==> config.mk <==
export PLATFORM = sky130hd
export DESIGN_NAME = video_display_overlay_config
export DESIGN_NICKNAME = d
export VERILOG_FILES = /design/src/hdl/video_display_overlay_config.v
export VERILOG_INCLUDE_DIRS = /design/src /design/src/shared
export SDC_FILE = /design/constraint.sdc
export NUM_CORES = 1
export LEC_CHECK = 0
export ABC_CLOCK_PERIOD_IN_PS = 8050
export BUFFER_PORTS_ARGS = -buffer_cell sky130_fd_sc_hd__clkbuf_2
export CORE_MARGIN = 4
export CORE_UTILIZATION = 52
export CTS_CLUSTER_SIZE = 28
export DETAILED_ROUTE_END_ITERATION = 10
export GPL_TIMING_DRIVEN = 0
export PLACE_DENSITY_LB_ADDON = 0.08
export SETUP_SLACK_MARGIN = 0.05
export SLEW_MARGIN = 10
export SYNTH_ARGS = -nofsm -noshare
export SYNTH_HDL_FRONTEND = slang
export SYNTH_SLANG_ARGS = --single-unit
==> constraint.sdc <==
create_clock -name clk -period 8.05 [get_ports clk]
set_input_delay 1.61 -clock clk [delete_from_list [all_inputs] [get_ports clk]]
set_output_delay 1.61 -clock clk [all_outputs]
set_load 0.05 [all_outputs]
==> src/shared/video_display_overlay_consts.vh <==
`ifndef VIDEO_DISPLAY_OVERLAY_CONSTS_VH
`define VIDEO_DISPLAY_OVERLAY_CONSTS_VH

// register byte offsets
`define OFS_DISP_CFG        12'h018
`define OFS_MASK_UPPER      12'h01C
`define OFS_MASK_LOWER      12'h020
`define OFS_OVERLAY_CTRL    12'h024

// display configuration fields
`define DCFG_EN_BIT         31
`define DCFG_THR_HI         30
`define DCFG_THR_LO         24
`define DCFG_BRIDGE_BIT     24
`define DCFG_HT_HI          21
`define DCFG_HT_LO          12
`define DCFG_WID_HI         9
`define DCFG_WID_LO         0
`define DCFG_WMASK          32'hFF3FF3FF

// overlay control fields
`define OVL_EN_BIT          15
`define OVL_GAP_HI          7
`define OVL_GAP_LO          0
`define OVL_WMASK           32'h000080FF

// mask base writable bits
`define MASK_BASE_WMASK     32'hFFFFFFFC

// reset values
`define RST_DISP_CFG        32'h0F0F03FF
`define RST_MASK_BASE       32'h0FFFFFFC
`define RST_OVERLAY_CTRL    32'h000000FF

`endif

==> src/hdl/video_display_overlay_config.v <==
// Overview of operation
// display enable low blocks all video write DMA; resets to zero.
// request a write burst when FIFO doublewords reach threshold; default 0x0F.
// threshold LSB is also the bridge-type bit, limiting its parity.
// bridge-type bit changes request assert and release; one is generic.
// window height counts half lines in mode zero, all in mode one.
// window width in pixels, bits 9:0, resets to 0x3FF.
// upper field mask base at 0x01C, low bits read zero, reset 0xFFFFFFC.
// lower field mask base at 0x020, low bits hardwired zero.
// overlay enable makes mask data decide visibility; else video on top.
// mask stride in doublewords added after each mask line end.
// software sets stride zero or line length for contiguous mask lines; here only stride zero makes them contiguous.
// reserved bits of both config registers read back as zero.
// mask reads start at field-matching base then advance by stride.
// clearing enable mid-transaction lets the current transaction finish.
`timescale 1ns/1ps
`default_nettype none
`include "video_display_overlay_consts.vh"

module video_display_overlay_config (
    input  wire        clk,
    input  wire        arst_n,
    // register access port
    input  wire        reg_wr,
    input  wire        reg_rd,
    input  wire [11:0] reg_addr,
    input  wire [3:0]  reg_be,
    input  wire [31:0] reg_wdata,
    output reg  [31:0] reg_rdata,
    output reg         reg_ack,
    // video write DMA side
    input  wire [6:0]  fifo_level,
    input  wire        xact_active,
    output reg         burst_req,
    input  wire        vin_valid,
    output wire        vin_ready,
    input  wire [31:0] vin_data,
    output wire        vout_valid,
    input  wire        vout_ready,
    output wire [31:0] vout_data,
    // window geometry
    input  wire        line_interleave_select,
    output wire [10:0] display_line_total,
    output wire [9:0]  window_pixel_width,
    output wire        bridge_generic,
    // mask read DMA
    input  wire        field_start,
    input  wire        field_is_lower,
    input  wire        mask_dword_done,
    input  wire        mask_line_done,
    output reg  [31:0] mask_read_addr,
    output wire        mask_read_enable,
    input  wire        mask_bit,
    output wire        video_visible
);

    reg  [31:0] disp_cfg_q;
    reg  [31:0] upper_q;
    reg  [31:0] lower_q;
    reg  [31:0] ovl_q;
    reg  [31:0] rd_mux;

    function [31:0] merge;
        input [31:0] old;
        input [31:0] nw;
        input [3:0]  be;
        input [31:0] wmask;
        integer i;
        begin
            merge = old;
            for (i = 0; i < 4; i = i + 1) begin
                if (be[i]) begin
                    merge[i*8 +: 8] = nw[i*8 +: 8];
                end
            end
            merge = merge & wmask;
        end
    endfunction

    // one-hot register select, shared by the write and read paths
    function [3:0] reg_select;
        input [11:0] addr;
        begin
            case (addr)
                `OFS_DISP_CFG: begin
                    reg_select = 4'h1;
                end
                `OFS_MASK_UPPER: begin
                    reg_select = 4'h2;
                end
                `OFS_MASK_LOWER: begin
                    reg_select = 4'h4;
                end
                `OFS_OVERLAY_CTRL: begin
                    reg_select = 4'h8;
                end
                default: begin
                    reg_select = 4'h0;
                end
            endcase
        end
    endfunction

    // advance a byte address by a count of doublewords
    function [31:0] dword_step;
        input [31:0] addr;
        input [8:0]  dwords;
        begin
            dword_step = addr + {21'h000000, dwords, 2'h0};
        end
    endfunction

    // unmapped offsets select nothing: writes vanish, reads give zero
    wire [3:0] wr_sel = reg_wr ? reg_select(reg_addr) : 4'h0;
    wire [3:0] rd_sel = reg_select(reg_addr);

    // write masks keep reserved bits and base bits 1:0 at zero
    always @(posedge clk or negedge arst_n) begin
        if (!arst_n) begin
            disp_cfg_q <= `RST_DISP_CFG;
            upper_q    <= `RST_MASK_BASE;
            lower_q    <= `RST_MASK_BASE;
            ovl_q      <= `RST_OVERLAY_CTRL;
        end else begin
            if (wr_sel[0]) begin
                // one shared flop for threshold LSB and bridge type
                disp_cfg_q <= merge(disp_cfg_q, reg_wdata, reg_be,
                                    `DCFG_WMASK); // see
            end
            if (wr_sel[1]) begin
                upper_q <= merge(upper_q, reg_wdata, reg_be,
                                 `MASK_BASE_WMASK);
            end
            if (wr_sel[2]) begin
                lower_q <= merge(lower_q, reg_wdata, reg_be,
                                 `MASK_BASE_WMASK);
            end
            if (wr_sel[3]) begin
                ovl_q <= merge(ovl_q, reg_wdata, reg_be,
                               `OVL_WMASK);
            end
        end
    end

    always @* begin
        rd_mux = 32'h00000000;
        if (rd_sel[0]) begin
            rd_mux = disp_cfg_q;
        end
        if (rd_sel[1]) begin
            rd_mux = upper_q;
        end
        if (rd_sel[2]) begin
            rd_mux = lower_q;
        end
        if (rd_sel[3]) begin
            rd_mux = ovl_q;
        end
    end

    // acknowledge every access one cycle after its strobe
    always @(posedge clk or negedge arst_n) begin
        if (!arst_n) begin
            reg_ack <= 1'h0;
        end else begin
            reg_ack <= reg_wr | reg_rd;
        end
    end

    // read data is zero outside the acknowledge cycle
    always @(posedge clk or negedge arst_n) begin
        if (!arst_n) begin
            reg_rdata <= 32'h00000000;
        end else begin
            reg_rdata <= reg_rd ? rd_mux : 32'h00000000;
        end
    end

    wire       vid_en    = disp_cfg_q[`DCFG_EN_BIT];
    wire [6:0] threshold = disp_cfg_q[`DCFG_THR_HI:`DCFG_THR_LO];
    wire       hit       = fifo_level >= threshold;

    assign bridge_generic = disp_cfg_q[`DCFG_BRIDGE_BIT];

    // generic bridge holds request while level stays high; special bridge
    // drops it during a transaction and re-raises it afterwards
    reg         burst_req_d;
    always @* begin
        burst_req_d = 1'h0;
        if (vid_en) begin
            if (bridge_generic) begin
                burst_req_d = hit;
            end else begin
                burst_req_d = hit & ~xact_active;
            end
        end
    end

    // registered so the request never glitches on the bus
    always @(posedge clk or negedge arst_n) begin
        if (!arst_n) begin
            burst_req <= 1'h0;
        end else begin
            burst_req <= burst_req_d;
        end
    end

    // two-entry buffer; an ongoing transaction drains even if disabled
    reg  [31:0] buf_mem [0:1];
    reg         wr_ptr_q;
    reg         rd_ptr_q;
    reg  [1:0]  cnt_q;
    wire        pass_en = vid_en | xact_active;
    wire        push    = vin_valid & vin_ready;
    wire        pop     = vout_valid & vout_ready;

    assign vin_ready  = (cnt_q != 2'd2) & pass_en;
    assign vout_valid = (cnt_q != 2'd0) & pass_en;
    assign vout_data  = buf_mem[rd_ptr_q];

    // occupancy: push and pop together leave it unchanged
    reg  [1:0]  cnt_d;
    always @* begin
        case ({push, pop})
            2'h2: begin
                cnt_d = cnt_q + 2'h1;
            end
            2'h1: begin
                cnt_d = cnt_q - 2'h1;
            end
            default: begin
                cnt_d = cnt_q;
            end
        endcase
    end

    always @(posedge clk or negedge arst_n) begin
        if (!arst_n) begin
            buf_mem[0] <= 32'h00000000;
            buf_mem[1] <= 32'h00000000;
            wr_ptr_q   <= 1'h0;
            rd_ptr_q   <= 1'h0;
            cnt_q      <= 2'h0;
        end else begin
            if (push) begin
                buf_mem[wr_ptr_q] <= vin_data;
                wr_ptr_q          <= ~wr_ptr_q;
            end
            if (pop) begin
                rd_ptr_q <= ~rd_ptr_q;
            end
            cnt_q <= cnt_d;
        end
    end

    wire [9:0] ht = disp_cfg_q[`DCFG_HT_HI:`DCFG_HT_LO];
    assign display_line_total = line_interleave_select ?
                                {1'b0, ht} : {ht, 1'b0};
    assign window_pixel_width =
        disp_cfg_q[`DCFG_WID_HI:`DCFG_WID_LO];

    wire       ovl_en = ovl_q[`OVL_EN_BIT];
    wire [7:0] gap    = ovl_q[`OVL_GAP_HI:`OVL_GAP_LO];

    assign mask_read_enable = ovl_en;
    assign video_visible    = ~ovl_en | mask_bit;

    // address holds while overlay is off, so a later enable resumes cleanly
    reg  [31:0] mask_addr_d;
    always @* begin
        mask_addr_d = mask_read_addr;
        if (ovl_en) begin
            if (field_start) begin
                mask_addr_d = field_is_lower ? lower_q
                                             : upper_q;
            end else if (mask_line_done) begin
                // last dword of the line counts, then the gap in dwords
                mask_addr_d = dword_step(mask_read_addr,
                                         {1'h0, gap} + 9'h001);
            end else if (mask_dword_done) begin
                mask_addr_d = dword_step(mask_read_addr, 9'h001);
            end
        end
    end

    always @(posedge clk or negedge arst_n) begin
        if (!arst_n) begin
            mask_read_addr <= 32'h00000000;
        end else begin
            mask_read_addr <= mask_addr_d;
        end
    end

endmodule

`default_nettype wire

==> impl_metrics.prom <==
# TYPE chip_impl_metric gauge
chip_impl_metric{name="diodes",unit=""} 0
chip_impl_info{name="cp_common_cell",value="sky130_fd_sc_hd__clkbuf_2"} 1
chip_impl_metric{name="nNetsFinal",unit=""} 1284
chip_impl_metric{name="place_congestion",unit=""} 0.907
chip_impl_info{name="worst-setup-path-type",value="input pin to output pin"} 1
chip_impl_metric{name="final_period_minus_worst_setup_slack",unit="ns"} 4.35
chip_impl_metric{name="hold_path_depth",unit=""} 1
chip_impl_metric{name="synth_async_sr_flop_share",unit=""} 1.00
chip_impl_metric{name="critical_path_cell_count",unit=""} 4
chip_impl_metric{name="synth_warnings",unit=""} 0
chip_impl_metric{name="fillCellCount",unit=""} 1721
chip_impl_info{name="yosys_most_used_dff",value="sky130_fd_sc_hd__dfrtp_1"} 1
chip_impl_metric{name="setup_violations",unit=""} 0
chip_impl_metric{name="grt_max_degree",unit=""} 81
chip_impl_metric{name="drt_total_wl",unit="mm"} 29.6
chip_impl_metric{name="hpwlAfterDp",unit="mm"} 21.7
chip_impl_metric{name="timing.max_cap.violations",unit=""} 0
chip_impl_metric{name="power.share.clock",unit=""} 0.312
chip_impl_metric{name="multiInputGateArea",unit="sq um"} 5040
chip_impl_metric{name="synth.distinct_cells",unit=""} 73
chip_impl_metric{name="post-place-ws",unit="ns"} 3.68
chip_impl_metric{name="net-switching-power",unit="mW"} 1.28
chip_impl_metric{name="num_vias",unit=""} 8483
chip_impl_metric{name="die_area",unit="sq um"} 24100
chip_impl_metric{name="ys_ff_latch",unit=""} 229
chip_impl_metric{name="cts.repair.resized",unit=""} 0
chip_impl_metric{name="layout_worst_path_cycle_share",unit=""} 0.541
chip_impl_metric{name="portBuffers",unit=""} 220
chip_impl_metric{name="ys_seq_area_frac",unit=""} 0.517
chip_impl_metric{name="clock-skew-final",unit="ns"} 0.0111
chip_impl_metric{name="maximum_fanout_along_the_worst_path",unit=""} 10
chip_impl_info{name="start_kind",value="input pin"} 1
chip_impl_metric{name="vias_in_the_first_global_route",unit=""} 8553
chip_impl_info{name="worst_path_max_delay_cell",value="sky130_fd_sc_hd__clkbuf_1"} 1
chip_impl_metric{name="synthCells",unit=""} 914
chip_impl_metric{name="cts_num_sinks",unit=""} 229
chip_impl_metric{name="finalSetupTns",unit="ns"} 0
chip_impl_metric{name="power_switching_share",unit=""} 0.352
chip_impl_metric{name="antenna_violating_nets_post_route",unit=""} 0
chip_impl_metric{name="hold_buffers",unit=""} 0
chip_impl_info{name="synth_top_area_cell",value="sky130_fd_sc_hd__dfrtp_1"} 1
chip_impl_metric{name="internal_power",unit="mW"} 2.36
chip_impl_info{name="yosys-top-cells-area",value="sky130_fd_sc_hd__dfrtp_1, sky130_fd_sc_hd__dfstp_2, sky130_fd_sc_hd__mux2_1"} 1
chip_impl_metric{name="htree_levels",unit=""} 1
chip_impl_info{name="run_status",value="completed"} 1
chip_impl_metric{name="post_drt_wl_per_cell",unit="um"} 20.3
chip_impl_metric{name="remaining_drc_errors",unit=""} 0
chip_impl_metric{name="reg2reg_depth",unit=""} 11
chip_impl_info{name="r2r_end",value="mask_read_addr[18]"} 1
chip_impl_metric{name="sequentialPowerShare",unit=""} 0.390
chip_impl_info{name="cells_traversed_along_the_worst_timing_path",value="clkbuf_2, clkbuf_1, mux2_2, clkbuf_2"} 1
chip_impl_metric{name="clk_path_buf_depth",unit=""} 3
chip_impl_metric{name="max-slew-margin-rel",unit=""} 0.498
chip_impl_info{name="hold_path.startpoint",value="buf_mem[44]"} 1
chip_impl_info{name="worst_path_dominant_cell_family",value="buffers and inverters"} 1
chip_impl_metric{name="coreArea",unit="sq um"} 21200
chip_impl_metric{name="setup.reg_to_reg.worst_slack",unit="ns"} 4.43
chip_impl_metric{name="finalHoldViolations",unit=""} 0
chip_impl_metric{name="crit_path_max_incr_delay",unit="ns"} 0.41
chip_impl_metric{name="power-per-cell-area",unit="nW/um^2"} 267
chip_impl_metric{name="initial_core_util",unit=""} 0.533
chip_impl_info{name="cp_endpoint_kind",value="output pin"} 1
chip_impl_metric{name="dieWidth",unit="um"} 155
chip_impl_metric{name="post_cts.repair.setup_buffers",unit=""} 0
chip_impl_metric{name="seqCellArea",unit="sq um"} 5830
chip_impl_metric{name="drt-pass1-iter-count",unit=""} 5
chip_impl_metric{name="worstMarginPinSlew",unit="ns"} 0.753
chip_impl_metric{name="synth-edff-count",unit=""} 0
chip_impl_metric{name="synth_top_area_share",unit=""} 0.335
chip_impl_metric{name="drt-vias-per-instance",unit=""} 5.81
chip_impl_metric{name="dieHeight",unit="um"} 155
chip_impl_info{name="hold_removal_path_class",value="register to register"} 1
chip_impl_metric{name="drt_first_iter_violations",unit=""} 441
chip_impl_metric{name="grt_antenna_before_repair",unit=""} 1
chip_impl_metric{name="area_growth",unit="%"} 20.7
chip_impl_info{name="yosysMostFrequentCell",value="sky130_fd_sc_hd__mux2_1"} 1
chip_impl_info{name="netlist_top_cells_count",value="sky130_fd_sc_hd__mux2_1, sky130_fd_sc_hd__dfrtp_1, sky130_fd_sc_hd__dfstp_2, sky130_fd_sc_hd__mux2_2, sky130_fd_sc_hd__nor2_1"} 1
chip_impl_metric{name="worst_setup_hold_path_clk_slew",unit="ns"} 0.05
chip_impl_metric{name="p_leak",unit="nW"} 6.57
chip_impl_metric{name="top_level_ports",unit=""} 224
chip_impl_metric{name="comb_power_share",unit=""} 0.298
chip_impl_metric{name="cp.arrival",unit="ns"} 2.74
chip_impl_metric{name="synth.avg_cell_area",unit="sq um"} 12.3
chip_impl_metric{name="cp_data_required_time",unit="ns"} 6.44
chip_impl_metric{name="vdd.ir_drop.worst",unit="mV"} 0.215
chip_impl_info{name="root_buffer_selected_by_cts",value="sky130_fd_sc_hd__clkbuf_16"} 1
chip_impl_metric{name="crit_path_setup_slack_layout",unit="ns"} 3.70
chip_impl_metric{name="clock_latency",unit="ns"} 0.52
chip_impl_info{name="cts_tree",value="done"} 1
chip_impl_metric{name="grt_first_pass_wirelength",unit="mm"} 46.8
chip_impl_info{name="whs_endpoint",value="buf_mem[44]"} 1
chip_impl_metric{name="timing_max_transition_violations_final",unit=""} 0
chip_impl_metric{name="global_route.usage.total",unit=""} 0.244
chip_impl_metric{name="global_route.overflow_total",unit=""} 0
chip_impl_metric{name="maxClockFrequency",unit="MHz"} 230
chip_impl_info{name="rsz_0062_raised_after_global_routing",value="no"} 1
chip_impl_metric{name="tritoncts.num_buffers",unit=""} 26
chip_impl_info{name="regToRegStartpoint",value="ovl_q[2]"} 1
chip_impl_metric{name="post_route_cells_drive_above_1_share",unit=""} 0.378
chip_impl_metric{name="rows",unit=""} 53
chip_impl_metric{name="critical_path_buf_inv_count",unit=""} 3
chip_impl_metric{name="netlist_area",unit="sq um"} 11300
-- layout by cell type, fill, tap and decap left out, types with 15 or more instances in the layout --
cell,instances
sky130_fd_sc_hd__a21oi_1,20
sky130_fd_sc_hd__a222oi_1,19
sky130_fd_sc_hd__a22oi_1,23
sky130_fd_sc_hd__and3_1,21
sky130_fd_sc_hd__buf_2,21
sky130_fd_sc_hd__buf_4,18
sky130_fd_sc_hd__clkbuf_1,40
sky130_fd_sc_hd__clkbuf_16,27
sky130_fd_sc_hd__clkbuf_2,219
sky130_fd_sc_hd__dfrtp_1,151
sky130_fd_sc_hd__dfstp_2,78
sky130_fd_sc_hd__ha_1,18
sky130_fd_sc_hd__mux2_1,154
sky130_fd_sc_hd__mux2_2,55
sky130_fd_sc_hd__mux2i_1,18
sky130_fd_sc_hd__nand2_1,38
sky130_fd_sc_hd__nand3_1,15
sky130_fd_sc_hd__nor2_1,53
sky130_fd_sc_hd__o21ai_0,18
-- through the flow --
step | total power [mW] | hold slack, ns | cell area, sq um | instances | util
after global routing | 3.81 | 0.500 | 13600 | 1460 | 0.644
after global placement | 2.50 | 0.462 | 12700 | 1410 | 0.602
after CTS | 3.67 | 0.487 | 13600 | 1460 | 0.644
after detailed placement | 2.53 | 0.474 | 12800 | 1412 | 0.605
after floorplan | 2.26 | 0.454 | 11300 | 915 | -
final | 3.64 | 0.484 | 13600 | 1460 | 0.644
-- how the worst max path moves through the flow --
stage | from | end
5_1_grt | line_interleave_select | display_line_total[9]
3_5_place_dp | line_interleave_select | display_line_total[3]
2_1_floorplan | line_interleave_select | display_line_total[10]
6_report | line_interleave_select | display_line_total[7]
3_3_place_gp | arst_n | buf_mem[51]
4_1_cts | line_interleave_select | display_line_total[3]
-- cells by family (layout without fill, tap and decap cells) --
group	after synthesis	count (layout)	synth area share
flops	229	229	0.517
buf+inv	84	354	0.0363
fa+ha+maj	19	19	0.0217
compound gates	163	163	0.109
mux	227	227	0.225
xor+xnor	12	12	0.00932
other cells	1	2	0.000332
simple gates	179	179	0.0817
-- power groups by stage --
stage / clock, mW / sequential, mW / combinational [mW]
finish: 1.14 / 1.42 / 1.08
floorplan: 0 / 1.42 / 0.841
global placement: 0 / 1.43 / 1.08
global route: 1.21 / 1.44 / 1.16
detailed placement: 0 / 1.44 / 1.09
CTS: 1.16 / 1.42 / 1.10
-- final cells by class --
| cell class | count | area share |
|---|---|---|
| inverters | 13 | 0.00358 |
| clock inverters | 4 | 0.00175 |
| well taps | 275 | 0.0253 |
| repair buffers | 222 | 0.0856 |
| clock buffers | 44 | 0.0587 |
| flip-flops and latches | 229 | 0.428 |
| multi-input cells | 602 | 0.371 |
| plain buffers | 71 | 0.0265 |
-- flip-flops by register name, indices dropped and copies added, names as in the netlist --
| register | cells |
|---|---|
| buf_mem | 64 |
| burst_req | 1 |
| cnt_q | 2 |
| disp_cfg_q | 28 |
| lower_q | 30 |
| mask_read_addr | 30 |
| ovl_q | 9 |
| rd_ptr_q | 1 |
| reg_ack | 1 |
| reg_rdata | 32 |
| upper_q | 30 |
| wr_ptr_q | 1 |
-- routing by layer --
| metal | GRT usage | share of wire |
|---|---|---|
| met1 | 0.342 | 0.42 |
| met2 | 0.396 | 0.48 |
| met3 | 0.0437 | 0.069 |
| met4 | 0.0621 | 0.025 |
| met5 | 0 | 0.00044 |
(Power assumes the default switching activity.)
